==> config.mk <==
export PLATFORM = sky130hd
export DESIGN_NAME = ttc_top
export DESIGN_NICKNAME = d
export VERILOG_FILES = /design/src/design/ttc_pkg.sv /design/src/design/ttc_top.sv
export SDC_FILE = /design/constraint.sdc
export NUM_CORES = 1
export LEC_CHECK = 0
export BUFFER_PORTS_ARGS = -buffer_cell sky130_fd_sc_hd__buf_2
export CAP_MARGIN = 10
export CORE_ASPECT_RATIO = 1.75
export CORE_MARGIN = 8
export CORE_UTILIZATION = 43
export DETAILED_ROUTE_END_ITERATION = 16
export GPL_ROUTABILITY_DRIVEN = 0
export RECOVER_POWER = 50
export SYNTH_ARGS = -nofsm -noshare
export SYNTH_HDL_FRONTEND = slang
export SYNTH_SLANG_ARGS = --single-unit
==> constraint.sdc <==
create_clock -name ref_clk -period 7.17 [get_ports ref_clk]
set_input_delay 0.3585 -clock ref_clk [delete_from_list [all_inputs] [get_ports ref_clk]]
set_output_delay 0.3585 -clock ref_clk [all_outputs]
set_load 0.1 [all_outputs]
==> src/design/ttc_pkg.sv <==
/*
 * ttc_pkg: shared constants and types for the triple timer/counter.
 * Assumes an 8-bit register port with byte addresses as below.
 */
package ttc_pkg;
   localparam logic [7:0] ADDR_RUN_FLAG  = 8'h88;
   localparam logic [7:0] ADDR_MODE_CFG  = 8'h89;
   localparam logic [7:0] ADDR_LOW_1     = 8'h8A;
   localparam logic [7:0] ADDR_LOW_2     = 8'h8B;
   localparam logic [7:0] ADDR_HIGH_1    = 8'h8C;
   localparam logic [7:0] ADDR_HIGH_2    = 8'h8D;
   localparam logic [7:0] ADDR_CLK_DIV   = 8'h8E;
   localparam logic [7:0] ADDR_CLK_FAST  = 8'h96;
   localparam logic [7:0] ADDR_T3_CTRL   = 8'hC8;
   localparam logic [7:0] ADDR_T3_OPT    = 8'hC9;
   localparam logic [7:0] ADDR_RLD_LOW3  = 8'hCA;
   localparam logic [7:0] ADDR_RLD_HIGH3 = 8'hCB;
   localparam logic [7:0] ADDR_LOW_3     = 8'hCC;
   localparam logic [7:0] ADDR_HIGH_3    = 8'hCD;

   // bit positions
   localparam int RUN1_BIT = 4;
   localparam int OVF1_BIT = 5;
   localparam int RUN2_BIT = 6;
   localparam int OVF2_BIT = 7;
   localparam int T3_OVF_BIT = 7;
   localparam int T3_TRIGEN_BIT = 3;
   localparam int T3_RUN_BIT = 2;
   localparam int T3_SRC_BIT = 1;
   localparam int T3_CAP_BIT = 0;
   localparam int QUARTER_BIT0 = 3;
   localparam int FULL_BIT0 = 3;

   localparam logic [7:0] REG_RESET = 8'h00;
   localparam int LEGACY_DIV = 12;
   localparam int QUARTER_DIV = 4;

   typedef enum logic [1:0] {
      TTC_M13   = 2'b00,
      TTC_M16   = 2'b01,
      TTC_M8RLD = 2'b10,
      TTC_SPLIT = 2'b11
   } ttc_mode_e;

   typedef struct packed {
      logic gate;
      logic src;
      ttc_mode_e mode;
   } ttc_cfg_s;
endpackage : ttc_pkg

==> src/design/ttc_top.sv <==
/*
 * ttc_top: three timer/counters with an 8-bit register port.
 * Assumes pins are asynchronous; one clock ref_clk, reset rst.
 */
// The strobed register port was decided locally.
// Notes on behaviour
// - mode 00: 13-bit count, low 5 bits carry into high byte.
// - first timer runs when run bit set and gate off or irq pin high.
// - source bit 0 counts clock ticks, 1 counts falling pin edges.
// - 13-bit rollover from 1FFF to 0 sets first overflow flag.
// - second timer mirrors first, except split mode, with own bits.
// - mode 01: 16-bit counter, rollover after FFFF sets flag.
// - mode 10: low byte counts, reloads from high byte past FF.
// - split mode: first low byte is normal 8-bit timer/counter.
// - split mode: first high byte counts clocks, second run/flag.
// - second timer in split mode holds its value.
// - first in split: second counts clocks only, sets no flag.
// - third timer 16-bit, clock ticks or falling pin edges.
// - third timer counts only while its run bit is set.
// - third overflow past FFFF sets third overflow flag; it goes to 0 only in capture mode.
// - capture mode with trigger enable: falling trigger captures count.
// - reload mode: overflow sets flag and reloads from reload bytes.
// - reload mode: enabled falling trigger forces immediate reload.
// - third time base: quarter bit gives /4, full bit gives /1.
// - after reset every time base is clock divided by 12.
// - full-rate bit set makes quarter-rate bit ignored.
// - pin edge needs two samples high then two low.
// - down count disabled: third timer counts up only.
`timescale 1ns/1ps
module ttc_top
   import ttc_pkg::*;
(
   input  wire logic       ref_clk,
   input  wire logic       rst,
   input  wire logic [7:0] addr,
   input  wire logic [7:0] wdata,
   input  wire logic       wr_en,
   input  wire logic       rd_en,
   output logic [7:0]      rdata,
   input  wire logic       ext_irq_pin_a,
   input  wire logic       ext_irq_pin_b,
   input  wire logic       count_pin_first,
   input  wire logic       count_pin_second,
   input  wire logic       count_pin_third,
   input  wire logic       trigger_pin_third,
   output logic            ovf_first,
   output logic            ovf_second,
   output logic            ovf_third
);
   localparam int NPIN = 6;
   logic [NPIN-1:0] pin_raw;
   logic [NPIN-1:0] s1_reg, s2_reg, s3_reg, lvl_reg, prev_reg;
   logic [NPIN-1:0] fall;
   assign pin_raw = {trigger_pin_third, count_pin_third, count_pin_second,
                     count_pin_first, ext_irq_pin_b, ext_irq_pin_a};

   // sync; level accepted once stages 2 and 3 agree
   always_ff @(posedge ref_clk or posedge rst) begin
      if (rst) begin
         s1_reg   <= '1;
         s2_reg   <= '1;
         s3_reg   <= '1;
         lvl_reg  <= '1;
         prev_reg <= '1;
      end else begin
         s1_reg <= pin_raw;
         s2_reg <= s1_reg;
         s3_reg <= s2_reg;
         for (int i = 0; i < NPIN; i++) begin
            if (s2_reg[i] == s3_reg[i]) begin
               lvl_reg[i] <= s3_reg[i];
            end
         end
         prev_reg <= lvl_reg;
      end
   end

   // edge counted after two high then two low samples
   logic [NPIN-1:0] h1_reg, h2_reg;
   always_ff @(posedge ref_clk or posedge rst) begin
      if (rst) begin
         h1_reg <= '1;
         h2_reg <= '1;
      end else begin
         h1_reg <= prev_reg;
         h2_reg <= h1_reg;
      end
   end
   assign fall = h2_reg & h1_reg & ~prev_reg & ~lvl_reg;

   // registers
   ttc_cfg_s cfg1_reg, cfg2_reg;
   logic [7:0] run_flag_reg, clk_div_reg, clk_fast_reg;
   logic [7:0] t3_ctrl_reg, t3_opt_reg, rld_lo_reg, rld_hi_reg;
   logic [7:0] lo1_reg, hi1_reg, lo2_reg, hi2_reg, lo3_reg, hi3_reg;

   // time-base ticks
   logic [3:0] div12_reg;
   logic [1:0] div4_reg;
   logic       tick12, tick4;
   always_ff @(posedge ref_clk or posedge rst) begin
      if (rst) begin
         div12_reg <= 4'h0;
         div4_reg  <= 2'h0;
      end else begin
         div12_reg <= (div12_reg == 4'(LEGACY_DIV - 1)) ? 4'h0
                      : div12_reg + 4'h1;
         div4_reg  <= div4_reg + 2'h1;
      end
   end
   assign tick12 = (div12_reg == 4'(LEGACY_DIV - 1));
   assign tick4  = (div4_reg == 2'(QUARTER_DIV - 1));

   function automatic logic base_tick(input logic full, input logic quarter,
                                      input logic t12, input logic t4);
      base_tick = full ? 1'b1 : (quarter ? t4 : t12);
   endfunction : base_tick

   logic tb1, tb2, tb3;
   assign tb1 = base_tick(clk_fast_reg[FULL_BIT0], clk_div_reg[QUARTER_BIT0],
                          tick12, tick4);
   assign tb2 = base_tick(clk_fast_reg[FULL_BIT0+1],
                          clk_div_reg[QUARTER_BIT0+1], tick12, tick4);
   assign tb3 = base_tick(clk_fast_reg[FULL_BIT0+2],
                          clk_div_reg[QUARTER_BIT0+2], tick12, tick4);

   // count enables
   logic split1, en1, en1h, en2, inc3;
   assign split1 = (cfg1_reg.mode == TTC_SPLIT);
   assign en1 = run_flag_reg[RUN1_BIT]
              & (~cfg1_reg.gate | lvl_reg[0])
              & (cfg1_reg.src ? fall[2] : tb1);
   assign en1h = split1 & run_flag_reg[RUN2_BIT] & tb1;
   assign en2 = (cfg2_reg.mode != TTC_SPLIT)
              & (split1 ? tb2
                 : run_flag_reg[RUN2_BIT]
                   & (~cfg2_reg.gate | lvl_reg[1])
                   & (cfg2_reg.src ? fall[3] : tb2));
   assign inc3 = t3_ctrl_reg[T3_RUN_BIT]
               & (t3_ctrl_reg[T3_SRC_BIT] ? fall[4] : tb3);

   // shared counter step for the first two timers
   function automatic logic [16:0] step(input ttc_mode_e m,
                                        input logic [7:0] lo,
                                        input logic [7:0] hi);
      logic [13:0] c13;
      logic [16:0] c16;
      logic [8:0]  c8;
      c13 = {1'b0, hi, lo[4:0]} + 14'h1;
      c16 = {1'b0, hi, lo} + 17'h1;
      c8  = {1'b0, lo} + 9'h1;
      unique case (m)
         TTC_M13:   step = {c13[13], c13[12:5], lo[7:5], c13[4:0]};
         TTC_M16:   step = c16;
         TTC_M8RLD: step = c8[8] ? {1'b1, hi, hi} : {1'b0, hi, c8[7:0]};
         TTC_SPLIT: step = {c8[8], hi, c8[7:0]};
      endcase
   endfunction : step

   logic [16:0] n1, n2, n3;
   logic [8:0]  n1h;
   logic        wr_hit;
   assign n1  = step(cfg1_reg.mode, lo1_reg, hi1_reg);
   assign n2  = step(cfg2_reg.mode, lo2_reg, hi2_reg);
   assign n1h = {1'b0, hi1_reg} + 9'h1;
   assign n3  = {1'b0, hi3_reg, lo3_reg} + 17'h1;
   assign wr_hit = wr_en & (addr == ADDR_RUN_FLAG);

   logic ovf1, ovf1h, ovf2, ovf3, trig3;
   assign ovf1  = en1 & n1[16];
   assign ovf1h = en1h & n1h[8];
   assign ovf2  = en2 & n2[16] & ~split1;
   assign ovf3  = inc3 & n3[16];
   assign trig3 = t3_ctrl_reg[T3_TRIGEN_BIT] & fall[5];

   function automatic logic wr(input logic [7:0] a);
      wr = wr_en & (addr == a);
   endfunction : wr

   // first and second timer counters; hardware wins over writes
   always_ff @(posedge ref_clk or posedge rst) begin
      if (rst) begin
         lo1_reg <= REG_RESET;
         hi1_reg <= REG_RESET;
      end else begin
         if (en1) begin
            lo1_reg <= n1[7:0];
            if (!split1) begin
               hi1_reg <= n1[15:8];
            end
         end else if (wr(ADDR_LOW_1)) begin
            lo1_reg <= wdata;
         end
         if (en1h) begin
            hi1_reg <= n1h[7:0];
         end else if (wr(ADDR_HIGH_1) && !(en1 && !split1)) begin
            hi1_reg <= wdata;
         end
      end
   end

   always_ff @(posedge ref_clk or posedge rst) begin
      if (rst) begin
         lo2_reg <= REG_RESET;
         hi2_reg <= REG_RESET;
      end else if (en2) begin
         lo2_reg <= n2[7:0];
         hi2_reg <= n2[15:8];
      end else begin
         if (wr(ADDR_LOW_2)) begin
            lo2_reg <= wdata;
         end
         if (wr(ADDR_HIGH_2)) begin
            hi2_reg <= wdata;
         end
      end
   end

   // third timer counter, reload and capture
   logic cap_mode;
   assign cap_mode = t3_ctrl_reg[T3_CAP_BIT];
   always_ff @(posedge ref_clk or posedge rst) begin
      if (rst) begin
         lo3_reg <= REG_RESET;
         hi3_reg <= REG_RESET;
      end else if (!cap_mode && (ovf3 || trig3)) begin
         lo3_reg <= rld_lo_reg;
         hi3_reg <= rld_hi_reg;
      end else if (inc3) begin
         lo3_reg <= n3[7:0];
         hi3_reg <= n3[15:8];
      end else begin
         if (wr(ADDR_LOW_3)) begin
            lo3_reg <= wdata;
         end
         if (wr(ADDR_HIGH_3)) begin
            hi3_reg <= wdata;
         end
      end
   end

   always_ff @(posedge ref_clk or posedge rst) begin
      if (rst) begin
         rld_lo_reg <= REG_RESET;
         rld_hi_reg <= REG_RESET;
      end else if (cap_mode && trig3) begin
         rld_lo_reg <= lo3_reg;
         rld_hi_reg <= hi3_reg;
      end else begin
         if (wr(ADDR_RLD_LOW3)) begin
            rld_lo_reg <= wdata;
         end
         if (wr(ADDR_RLD_HIGH3)) begin
            rld_hi_reg <= wdata;
         end
      end
   end

   // control and flag registers; a set beats a software clear
   always_ff @(posedge ref_clk or posedge rst) begin
      if (rst) begin
         run_flag_reg <= REG_RESET;
         t3_ctrl_reg  <= REG_RESET;
      end else begin
         if (wr(ADDR_RUN_FLAG)) begin
            run_flag_reg <= wdata;
         end
         if (ovf1) begin
            run_flag_reg[OVF1_BIT] <= 1'b1;
         end
         if (ovf2 || ovf1h) begin
            run_flag_reg[OVF2_BIT] <= 1'b1;
         end
         if (wr(ADDR_T3_CTRL)) begin
            t3_ctrl_reg <= wdata;
         end
         if (ovf3) begin
            t3_ctrl_reg[T3_OVF_BIT] <= 1'b1;
         end
      end
   end

   always_ff @(posedge ref_clk or posedge rst) begin
      if (rst) begin
         cfg1_reg     <= ttc_cfg_s'(4'h0);
         cfg2_reg     <= ttc_cfg_s'(4'h0);
         clk_div_reg  <= REG_RESET;
         clk_fast_reg <= REG_RESET;
         t3_opt_reg   <= REG_RESET;
      end else begin
         if (wr(ADDR_MODE_CFG)) begin
            cfg1_reg <= ttc_cfg_s'(wdata[3:0]);
            cfg2_reg <= ttc_cfg_s'(wdata[7:4]);
         end
         if (wr(ADDR_CLK_DIV)) begin
            clk_div_reg <= wdata;
         end
         if (wr(ADDR_CLK_FAST)) begin
            clk_fast_reg <= wdata;
         end
         if (wr(ADDR_T3_OPT)) begin
            t3_opt_reg <= wdata;
         end
      end
   end

   // read port and flag outputs
   always_ff @(posedge ref_clk or posedge rst) begin
      if (rst) begin
         rdata      <= 8'h00;
         ovf_first  <= 1'b0;
         ovf_second <= 1'b0;
         ovf_third  <= 1'b0;
      end else begin
         ovf_first  <= run_flag_reg[OVF1_BIT];
         ovf_second <= run_flag_reg[OVF2_BIT];
         ovf_third  <= t3_ctrl_reg[T3_OVF_BIT];
         rdata      <= 8'h00;
         if (rd_en) begin
            case (addr)
               ADDR_RUN_FLAG:  rdata <= run_flag_reg;
               ADDR_MODE_CFG:  rdata <= {cfg2_reg, cfg1_reg};
               ADDR_LOW_1:     rdata <= lo1_reg;
               ADDR_LOW_2:     rdata <= lo2_reg;
               ADDR_HIGH_1:    rdata <= hi1_reg;
               ADDR_HIGH_2:    rdata <= hi2_reg;
               ADDR_CLK_DIV:   rdata <= clk_div_reg;
               ADDR_CLK_FAST:  rdata <= clk_fast_reg;
               ADDR_T3_CTRL:   rdata <= t3_ctrl_reg;
               ADDR_T3_OPT:    rdata <= t3_opt_reg;
               ADDR_RLD_LOW3:  rdata <= rld_lo_reg;
               ADDR_RLD_HIGH3: rdata <= rld_hi_reg;
               ADDR_LOW_3:     rdata <= lo3_reg;
               ADDR_HIGH_3:    rdata <= hi3_reg;
               default:        rdata <= 8'h00;
            endcase
         end
      end
   end

   // checks
   ovf1_sets_flag_a: assert property (@(posedge ref_clk) disable iff (rst)
      ovf1 |=> run_flag_reg[OVF1_BIT])
      else $error("first overflow did not set flag");
   ovf3_sets_flag_a: assert property (@(posedge ref_clk) disable iff (rst)
      ovf3 |=> t3_ctrl_reg[T3_OVF_BIT])
      else $error("third overflow did not set flag");
   t3_reload_a: assert property (@(posedge ref_clk) disable iff (rst)
      (!cap_mode && trig3) |=> {hi3_reg, lo3_reg} == $past({rld_hi_reg,
      rld_lo_reg}))
      else $error("forced reload missing");
   t3_capture_a: assert property (@(posedge ref_clk) disable iff (rst)
      (cap_mode && trig3) |=> rld_lo_reg == $past(lo3_reg))
      else $error("capture missing");
   t3_stop_a: assert property (@(posedge ref_clk) disable iff (rst)
      (!t3_ctrl_reg[T3_RUN_BIT] && !trig3 && !wr_en) |=> $stable(lo3_reg))
      else $error("third timer moved while stopped");
   second_hold_a: assert property (@(posedge ref_clk) disable iff (rst)
      (cfg2_reg.mode == TTC_SPLIT && !wr_en) |=> $stable(lo2_reg))
      else $error("second timer moved in split");
   split_noflag_a: assert property (@(posedge ref_clk) disable iff (rst)
      (split1 && !ovf1h && !wr_hit) |=> $stable(run_flag_reg[OVF2_BIT]))
      else $error("second timer flagged in split");
   m8_reload_a: assert property (@(posedge ref_clk) disable iff (rst)
      (cfg1_reg.mode == TTC_M8RLD && en1 && lo1_reg == 8'hFF)
      |=> lo1_reg == $past(hi1_reg))
      else $error("8-bit reload missing");
endmodule : ttc_top

### Word-level counts from Yosys, hierarchy flattened

Cells that the tools add are included.

| cells by class | value |
|---|---|
| equal/unequal tests | 35 |
| shift-type cells | 0 |
| reduce and logical (&&, ||, !) cells | 26 |
| div/mod/pow operators | 0 |
| add/subtract/negate cells | 10 |
| magnitude comparators | 0 |
| bitwise logic cells | 38 |
| muxes and demuxes | 42 |
| multiply operators | 0 |

Operators with widths:

| cell | number |
|---|---|
| 2-to-1 mux 8 bit | 23 |
| one-hot mux 17 bit (4 select lines) | 2 |
| equality test 8 bit, second input constant | 14 |
| one-hot mux 8 bit (14 select lines) | 1 |
| adder 16 x 1 -> 17 bit, second input constant | 3 |
| 2-to-1 mux 17 bit | 2 |
| adder 13 x 1 -> 14 bit, second input constant | 2 |
| AND 1 bit | 28 |
| adder 8 x 1 -> 9 bit, second input constant | 3 |
| AND 6 bit | 3 |
| nonzero test 2 bit | 8 |
| 2-to-1 mux 1 bit | 13 |
| inverter 6 bit | 2 |
| equality test 2 bit, second input constant | 5 |
| inequality test 2 bit, second input constant | 5 |
| nonzero test 3 bit | 3 |
| equality test 1 bit | 6 |
| AND reduction 3 bit | 2 |
| adder 4 x 1 -> 4 bit, second input constant | 1 |
| equality test 2 x 1 -> 1 bit, second input constant | 2 |
| equality test 4 bit, second input constant | 1 |
| logical AND 1 bit | 4 |
| zero test 2 bit | 2 |
| 2-to-1 mux 4 bit | 1 |
| 8 further kinds | 15 |

| storage, ports and cells | value |
|---|---|
| ROM bits | 0 |
| memories kept | 0 |
| bits in latches | 0 |
| bits in registers | 171 |
| bits in writable memories | 0 |

### Depth between registers and ports, before layout

Gate-level depths: netlist of run 1.

| logic depth | value |
|---|---|
| word-level depth | 11 |
| mapped depth | 9 |
| mapped depth without buffers | 7 |

### Worst setup path before layout of run 1

No wires, ideal clock.

| path | value |
|---|---|
| path kind | register to register |
| start point | register h1_reg[3] |
| end point | register hi2_reg[7] |
| buffers on the path | 1 |
| data arrival time | 1933 ps |
| cell stages (with the launch flop) | 8 |
| required time | 7101 ps |
| library setup time | 69 ps |
| clock period less this slack | 2002 ps |
| setup slack | 5168 ps |
| cells stage by stage | dfstp_2 nand4bb_4 a221oi_4 o21ai_2 or3_1 buf_2 or3_1 nand3_1 |

| between the ends | value |
|---|---|
| cells in the longest elaborated chain, start to end | 9 |

RTL lines:

| element | RTL line | source |
|---|---|---|
| from (decl) | ttc_top.sv:79 | `logic [NPIN-1:0] h1_reg, h2_reg;` |
| from (signal assigned) | ttc_top.sv:85 | `h1_reg <= prev_reg;` |
| AND 6 bit * (3 in series) | ttc_top.sv:89 | `assign fall = h2_reg & h1_reg & ~prev_reg & ~lvl_reg;` |
| 2-to-1 mux 1 bit * | ttc_top.sv:138 | `& (cfg2_reg.src ? fall[3] : tb2));` |
| AND 1 bit * | ttc_top.sv:138 |  |
| 2-to-1 mux 1 bit * | ttc_top.sv:135 | `& (split1 ? tb2` |
| AND 1 bit * | ttc_top.sv:135 |  |
| inequality test 2 bit (no line) or nonzero test 2 bit (tied branches) | n/a |  |
| AND reduction 3 bit (no line) | n/a |  |
| to (signal assigned) | ttc_top.sv:208 | `hi2_reg <= n2[15:8];` |
| to (signal assigned) | ttc_top.sv:214 | `hi2_reg <= wdata;` |
| to (decl) | ttc_top.sv:95 | `logic [7:0] lo1_reg, hi1_reg, lo2_reg, hi2_reg, lo3_reg, hi3_reg;` |

Every way passes the cells marked *; elsewhere a longest branch is shown, timed or not.
A chain may end at the register's enable or synchronous reset.

==> impl_metrics.yaml, run 1 <==
clocking:
  clock_path_buffers: 2
  clock_latency_ps: 450
  numCtsBuffers: 17
  cts.sinks: 165
  clk_pin_slew_ps: 70
  cts_tree: "done"
  clockRootBuffer: "clkbuf_16"
  htree_num_levels: 4
worst_setup_path:
  critPathRequiredTime_ps: 7660
  r2r-end: "lo3_reg[0]"
  startpoint: "rst"
  r2r_start: "div4_reg[0]"
  crit_fanout: 105
  critical_path_class: "in -> async"
  cp-start-kind: "input port"
  rrSetupSlack_ps: 4320
  r2r_cells: 8
  arrival_ps: 4140
  end_kind: "async pin"
  critPathCapture: "div12_reg[1]"
run_status:
  violations: "capacitance limit, slew limit"
  status: "finished with violations"
sta:
  clock_skew_ps: 8.844
  worst_pin_slew_ps: 4780
  layout_setup_ws_ps: 3517
  relSlewSlack_pct: -220.5
  min_period_over_period_pct: 50.95
  min_period_ps: 3653
  setup-violations-final: 0
  hold_viol_final: 0
  clock.fmax_mhz: 273.8
  setup_tns_ps: 0
  fin_hold_ws_ps: 301.9
  finalMaxSlewViolations: 106
  rsz0062_at_grt: "no"
power_and_ir_drop:
  ir_drop_mv: 0.1461
  power_density_nw_per_um2: 250.0
  p_leak_nw: 3.813
floorplanning:
  die_x_microns: 126.2
  core_sq_um: 20850
  dieArea_sq_um: 26350
  start_util_pct: 43.82
  rows: 70
  ios: 37
  die_h_microns: 208.8
cells_and_area:
  fillCellCount: 2013
  area_growth_pct: 9.999
  nets: 953
  diodes: 0
  drive_gt1_share_pct: 17.67
min_path:
  hold_path_class: "in -> reg"
logic_synthesis:
  synth_area_leaders: "dfrtp_1, dfstp_2, mux2_2"
  netlist_instances: 922
  syn-num-nets: 954
  avgSynthCellArea_sq_um: 9.908
  synthDistinctLibCells: 86
  yosysTopAreaCell: "dfrtp_1"
  syn_area_sq_um: 9135
  ys_seq_elements: 165
  synth_top_cell_area_share_pct: 35.34
  synth-seq-area-share_pct: 45.69
  synth_enable_flop_cells: 0
  ys.flop_type: "dfrtp_1"
  async_reset_ff_share_pct: 100.0
  ys.warnings.count: 0
route:
  first_iter_violations: 728
  first_pass_iters: 6
  num_vias: 7806
  drc_errors: 0
  drt-total-wl_mm: 29.68
  viasPerCell: 6.582
  wl_per_cell_microns: 25.02
  ant_nets: 0
placement:
  place_hpwl_mm: 20.93
  place_ws_ps: 4307
  io_buffers: 36
global_routing:
  grt_pass1_wl_mm: 46.69
  grt_antenna_before_repair: 0
  grt_pass1_vias: 7700
  overflow: 0
  globalRouteTotalUtil_pct: 23.24
  grt_max_degree: 106
job:
  cap_violations: 1
worst max-delay path: stages:
cell	delay, ps
buf_2	100
clkinvlp_2	2640
buf_4	950
Yosys cell counts (9+ instances only):
library cell and count:
o21ai_0 45, a211oi_1 25, nand4_1 14, a31oi_1 10, nor2_1 58, nand3_1 44
nand2_1 96, inv_1 18, nor3_1 17, mux2_2 48, clkbuf_1 40, dfrtp_1 129
dfstp_2 36, mux2i_1 39, buf_2 23, and3_1 10, xnor2_1 17, o22ai_1 9
a22oi_1 20, a21oi_1 51
power by group:
group | leakage, nW | total, mW | switching [mW] | internal (mW)
logic | 1.58 | 0.357 | 0.203 | 0.154
clock network | 0.291 | 0.935 | 0.430 | 0.505
registers | 1.95 | 1.22 | 0.182 | 1.04
total | 3.81 | 2.51 | 0.815 | 1.70
cell type report:
type | instances | area [sq um] | area share, %
flip-flops and latches | 165 | 4174 | 41.54
clock inverters | 14 | 160.2 | 1.594
clock buffers | 18 | 439.2 | 4.371
inverters | 19 | 72.57 | 0.7222
multi-input cells | 670 | 4616 | 45.93
repair buffers | 48 | 271.5 | 2.702
well taps | 252 | 315.3 | 3.138
repair_timing:
item                                    in CTS  in global routing
endpoints found under the setup margin       0                  0
hold buffers                                 6                  0
buffers inserted                             0                  0
gates resized for setup                      0                  0
hold endpoints to repair                     6                  0
routing by layer:
layer	wire length (microns)	part of all wire (%)	track usage (%)	up-vias
met3	2022	6.8	4.539	110
met5	0	0	0	-
met1	10930	37	26.64	3879
met4	2230	7.5	17.56	0
li1	-	-	-	3438
met2	14490	49	37.67	379
kinds of logic after synthesis:
kind of cell               count (synthesis)  synth area share [%]
AOI/OAI and AO/OA                        250                 19.46
xor gates and xnor gates                  23                 2.205
adders and majority gates                 12                 1.479
buffers and inverters                     87                 4.027
DFF                                      165                 45.69
muxes                                     88                 10.44
and+or+nand+nor                          297                 16.70
cell usage in the layout, fill, tap and decap left out, drive strengths merged, types with 5 or more instances in the layout:
master	n
a222oi	5
a221oi	9
a22o	5
and2	6
xnor2	17
nor2	64
a221o	7
buf	31
a22oi	20
dfstp	36
nand2	96
a2111oi	5
o211ai	9
ha	6
and3	10
nand4bb	5
o22ai	9
nor2b	8
nor4	5
nor3	18
nand3	45
nand4	14
inv	26
mux2	48
dfrtp	129
a21oi	51
a31oi	10
dlygate4sd3	6
xor2	6
mux2i	39
a211oi	27
nor3b	7
o21ai	48
clkbuf	29
maj3	6
worst min path at each step:
stage / end / slack [ps] / cells after the start / start
global route: rdata[4] / 300 / 3 / rd_en
CTS: hi2_reg[7] / 180 / 2 / rst
global placement: s2_reg[2] / 350 / 0 / s1_reg[2]
detailed placement: s2_reg[0] / 350 / 0 / s1_reg[0]
finish: rdata[7] / 300 / 3 / rd_en
floorplan: s2_reg[0] / 350 / 0 / s1_reg[0]
per-stage QoR:
stage | instances | util, % | total power [mW] | area (sq um)
2_1_floorplan | 922 | - | 1.439 | 9135
3_3_place_gp | 1148 | 45.13 | 1.575 | 9407
3_5_place_dp | 1148 | 45.13 | 1.583 | 9407
4_1_cts | 1186 | 48.29 | 2.524 | 10070
5_1_grt | 1186 | 48.21 | 2.622 | 10050
6_report | 1186 | 48.21 | 2.512 | 10050
Power figures use the tool's default switching activity.
==> run 2: changes to the inputs <==
Clock period 7.17 ns to 3.8 ns, I/O delays scaled along.
==> run 2 against run 1 <==
  * Utilization rose by 0.38 points
  * The run now ends clean
  * Wire length is 1.5% lower
  * Die area did not move
  * Largest power group unchanged
==> impl_metrics.yaml, run 2 (synthesis gave the netlist of run 1 again) <==
clocking:
  clk_pin_slew_ps: 70
  cts_tree: "done"
  clock_path_buffers: 2
  numCtsBuffers: 17
  clock_latency_ps: 450
  cts.sinks: 165
  htree_num_levels: 4
  ctsResizeCount: 0
  clockRootBuffer: "clkbuf_16"
cells_and_area:
  mostFrequentLayoutCell: "dfrtp_1"
  area_growth_pct: 10.88
  drive_gt1_share_pct: 18.88
  final_cell_mix: "dfrtp_1, nand2_1, nor2_1"
  final_area_sq_um: 10130
  diodes: 0
  nets: 962
worst_setup_path:
  arrival_ps: 3130
  path_cells: "ha_1 -> nand4bb_1 -> a221oi_4 -> buf_4 -> a31o_2 -> a2111oi_0 -> a221o_1"
  end_kind: "flip-flop"
  cp-start-kind: "flip-flop"
  slowest_stage: "a31o_2"
  critical_path_class: "reg -> reg"
  crit_fanout: 31
  critPathRequiredTime_ps: 4130
  slowest_delay_ps: 590
  r2r_cells: 7
placement:
  io_buffers: 36
  place_hpwl_mm: 20.44
  place_ws_ps: 1062
  dpl_cell_area_sq_um: 9478
route:
  top_layer_used: "met4"
  wl_per_cell_microns: 24.47
  viasPerCell: 6.379
  drc_errors: 0
  wl_met3_mm: 1.542
  first_iter_violations: 760
  drt-total-wl_mm: 29.24
  dr_wl_met2_mm: 14.38
  wl_met1_mm: 11.25
  first_pass_iters: 7
  ant_nets: 0
  num_vias: 7623
power_and_ir_drop:
  ir_drop_mv: 0.3446
  total_power_mw: 4.738
  p_leak_nw: 3.858
  power_density_nw_per_um2: 467.8
global_routing:
  grt_max_degree: 146
  grt_pass1_vias: 7478
  grt_antenna_before_repair: 0
  globalRouteTotalUtil_pct: 22.53
  grt_pass1_wl_mm: 45.06
  overflow: 0
sta:
  min_period_ps: 2803
  finalMaxSlewViolations: 0
  layout_setup_ws_ps: 996.6
  worst_pin_slew_ps: 1185
  setup-violations-final: 0
  clock_skew_ps: 7.232
  relSlewSlack_pct: 21.34
  hold_viol_final: 0
  setup_tns_ps: 0
  rsz0062_at_grt: "no"
  clock.fmax_mhz: 356.7
  min_period_over_period_pct: 73.77
job:
  cap_violations: 0
floorplanning:
  die_x_microns: 126.2
  rows: 70
  start_util_pct: 43.82
  dieArea_sq_um: 26350
  ios: 37
  core_sq_um: 20850
  die_h_microns: 208.8
min_path:
  hold_path_class: "in -> reg"
  min_path_cells: 3
run_status:
  status: "finished clean"
## run 2: routing by layer
metal	up-vias	track usage (%)
met4	0	16.40
met3	117	3.952
met1	3773	25.67
met2	286	37.29
li1	3447	-
met5	-	0
## run 2: metrics by stage
stage / utilization, % / hold WS [ps] / std cells
2_1_floorplan: - / 194.5 / 922
3_3_place_gp: 45.47 / 239.7 / 1156
3_5_place_dp: 45.47 / 246.1 / 1156
4_1_cts: 48.67 / 116.0 / 1195
5_1_grt: 48.59 / 159.8 / 1195
6_report: 48.59 / 139.4 / 1195
## run 2: final cells by class
| type | count | area, sq um |
|---|---|---|
| tap | 252 | 315.3 |
| clock inverter | 14 | 157.7 |
| fill | 1995 | 10720 |
| timing repair buffer | 57 | 354.1 |
| inverter | 19 | 72.57 |
| clock buffer | 18 | 439.2 |
| multi-input combinational | 670 | 4616 |
| sequential | 165 | 4174 |
## run 2: worst paths after layout
path / start / end / slack (ps)
max: div12_reg[0] / lo3_reg[0] / 1000
min: rd_en / rdata[7] / 140
max reg2reg: div12_reg[0] / lo3_reg[0] / 1000
min reg2reg: s1_reg[2] / s2_reg[2] / 360
max in group asynchronous: rst / hi2_reg[7] / 2040
min in group asynchronous: rst / hi1_reg[2] / 460
## run 2: report_power, final
part           switching [mW]  internal, mW  total (mW)  leakage (nW)
Combinational           0.381         0.294       0.675          1.62
Sequential              0.340          1.96        2.30          1.95
Clock                   0.813         0.952        1.76         0.285
Total                    1.53          3.20        4.74          3.86
## run 2: what timing repair did
action / CTS / global route
buffers inserted: 0 / 0
endpoints found under the hold margin: 14 / 0
hold buffers: 7 / 0
## run 2: worst max-delay path, delay by kind of cell (launching register included)
family,cells,cell delay [ps]
compound gates,4,1570
simple gates,1,180
buf+inv,1,300
fa+ha+maj,1,240
flops,1,370
==> run 3: changes to the inputs <==
Clock period 3.8 ns to 2.5 ns, I/O delays scaled along.
==> run 3 against run 2 <==
  * Total power up 57%
  * Hold slack worse by 67 ps
  * Wire length up 3.1%
  * Cell count up 3.8%
  * Combinational power up 85%
  * Sequential power up 48%
  * Critical endpoint is now hi1_reg[0]
  * Highest routed layer unchanged
==> impl_metrics.yaml, run 3 (synthesis gave the netlist of run 1 again) <==
sta:
  fin_hold_ws_ps: 72.11
  min_period_over_period_pct: 93.64
  hold_viol_final: 0
  setup_tns_ps: 0
  relSlewSlack_pct: 7.560
  finalMaxSlewViolations: 0
  clock_skew_ps: 6.705
  rsz0062_at_grt: "no"
  clock.fmax_mhz: 427.2
  min_period_ps: 2341
  layout_setup_ws_ps: 158.9
  worst_pin_slew_ps: 1379
  setup-violations-final: 0
floorplanning:
  die_h_microns: 208.8
  core_sq_um: 20850
  dieArea_sq_um: 26350
  rows: 70
  start_util_pct: 43.82
  die_x_microns: 126.2
  ios: 37
min_path:
  hold_path_class: "in -> reg"
global_routing:
  overflow: 0
  grt_max_degree: 38
  grt_pass1_vias: 7955
  grt_pass1_wl_mm: 47.01
  grt_antenna_before_repair: 0
  globalRouteTotalUtil_pct: 23.45
placement:
  io_buffers: 36
  place_hpwl_mm: 21.97
  place_ws_ps: 210.5
route:
  wl_per_cell_microns: 24.29
  first_pass_iters: 7
  num_vias: 7914
  viasPerCell: 6.377
  drc_errors: 0
  first_iter_violations: 844
  ant_nets: 0
  drt-total-wl_mm: 30.14
clocking:
  cts_tree: "done"
  htree_num_levels: 4
  clk_pin_slew_ps: 70
  numCtsBuffers: 17
  clock_latency_ps: 450
  cts.sinks: 165
  clock_path_buffers: 2
  clockRootBuffer: "clkbuf_16"
power_and_ir_drop:
  ir_drop_mv: 0.5824
  p_leak_nw: 4.143
  total_power_mw: 7.431
  power_density_nw_per_um2: 706.2
worst_setup_path:
  critPathRequiredTime_ps: 2840
  critical_path_class: "reg -> reg"
  path_cells: "ha_1 -> a21oi_1 -> nand3b_1 -> a41o_1 -> nor2_1 -> nor3b_1 -> o22a_1"
  arrival_ps: 2680
  slowest_delay_ps: 390
  slowest_stage: "dfrtp_1"
  end_kind: "flip-flop"
  cp-start-kind: "flip-flop"
  crit_fanout: 6
cells_and_area:
  final_cell_mix: "dfrtp_1, nand2_1, nor2_1"
  nets: 1008
  drive_gt1_share_pct: 23.76
  mostFrequentLayoutCell: "dfrtp_1"
  utilization_pct: 50.48
  diodes: 0
  area_growth_pct: 15.19
run_status:
  status: "finished clean"
job:
  cap_violations: 0
[run 3: changes by cell type in the layout (fill, tap and decap cells not counted), moves of 4 or more]
| cell | before | now |
|---|---|---|
| buf_2 | 25 | 36 |
| buf_4 | 13 | 54 |
| clkbuf_1 | 11 | 0 |
| clkbuf_2 | 0 | 4 |
[run 3: layer usage]
| layer | routed length (microns) | track usage [%] | vias up |
|---|---|---|---|
| met5 | 0 | 0 | - |
| met4 | 2170 | 17.48 | 0 |
| met3 | 1792 | 4.589 | 119 |
| met2 | 15040 | 39.49 | 328 |
| met1 | 11130 | 25.68 | 3911 |
| li1 | - | - | 3556 |
[run 3: path summary, 6_finish.rpt]
kind                        startpoint           to  slack, ps  cells after the start
max in group asynchronous          rst   hi2_reg[5]        490                      4
min in group asynchronous          rst  cfg1_reg[1]        530                      3
min reg2reg                  s1_reg[2]    s2_reg[2]        360                      0
min                              rd_en     rdata[5]         70                      3
max                        div4_reg[0]   hi1_reg[0]        160                      7
max reg2reg                div4_reg[0]   hi1_reg[0]        160                      7
[run 3: final cells by class]
type,count,area [sq um]
clock inverters,14,185.2
repair buffers,103,715.7
inverters,19,72.57
multi-input cells,670,4621
clock buffers,18,439.2
well taps,252,315.3
flip-flops and latches,165,4174
fillers,1912,10320
[run 3: stage by stage]
stage / cell area (sq um) / instances
floorplan: 9139 / 922
global placement: 9866 / 1201
detailed placement: 9866 / 1201
CTS: 10560 / 1240
global route: 10520 / 1241
finish: 10520 / 1241
[run 3: worst max-delay path: cells and delay by family (launching register included)]
family | cells | cell delay [ps]
AO/OA/AOI/OAI | 3 | 890
AND/OR/NAND/NOR | 3 | 720
flip-flops | 1 | 390
adder cells (fa/ha/maj) | 1 | 240
[run 3: timing repair]
item | in CTS | in global routing
setup buffers | 0 | 1
gates resized for setup | 0 | 1
hold buffers | 7 | 0
setup endpoints to repair | 0 | 2
hold endpoints to repair | 22 | 0
[run 3: power by group]
| part | total, mW | internal (mW) | switching, mW | leakage, nW |
|---|---|---|---|---|
| Combinational | 1.25 | 0.528 | 0.718 | 1.90 |
| Sequential | 3.41 | 2.98 | 0.429 | 1.95 |
| Clock | 2.78 | 1.55 | 1.23 | 0.299 |
| Total | 7.43 | 5.05 | 2.38 | 4.14 |
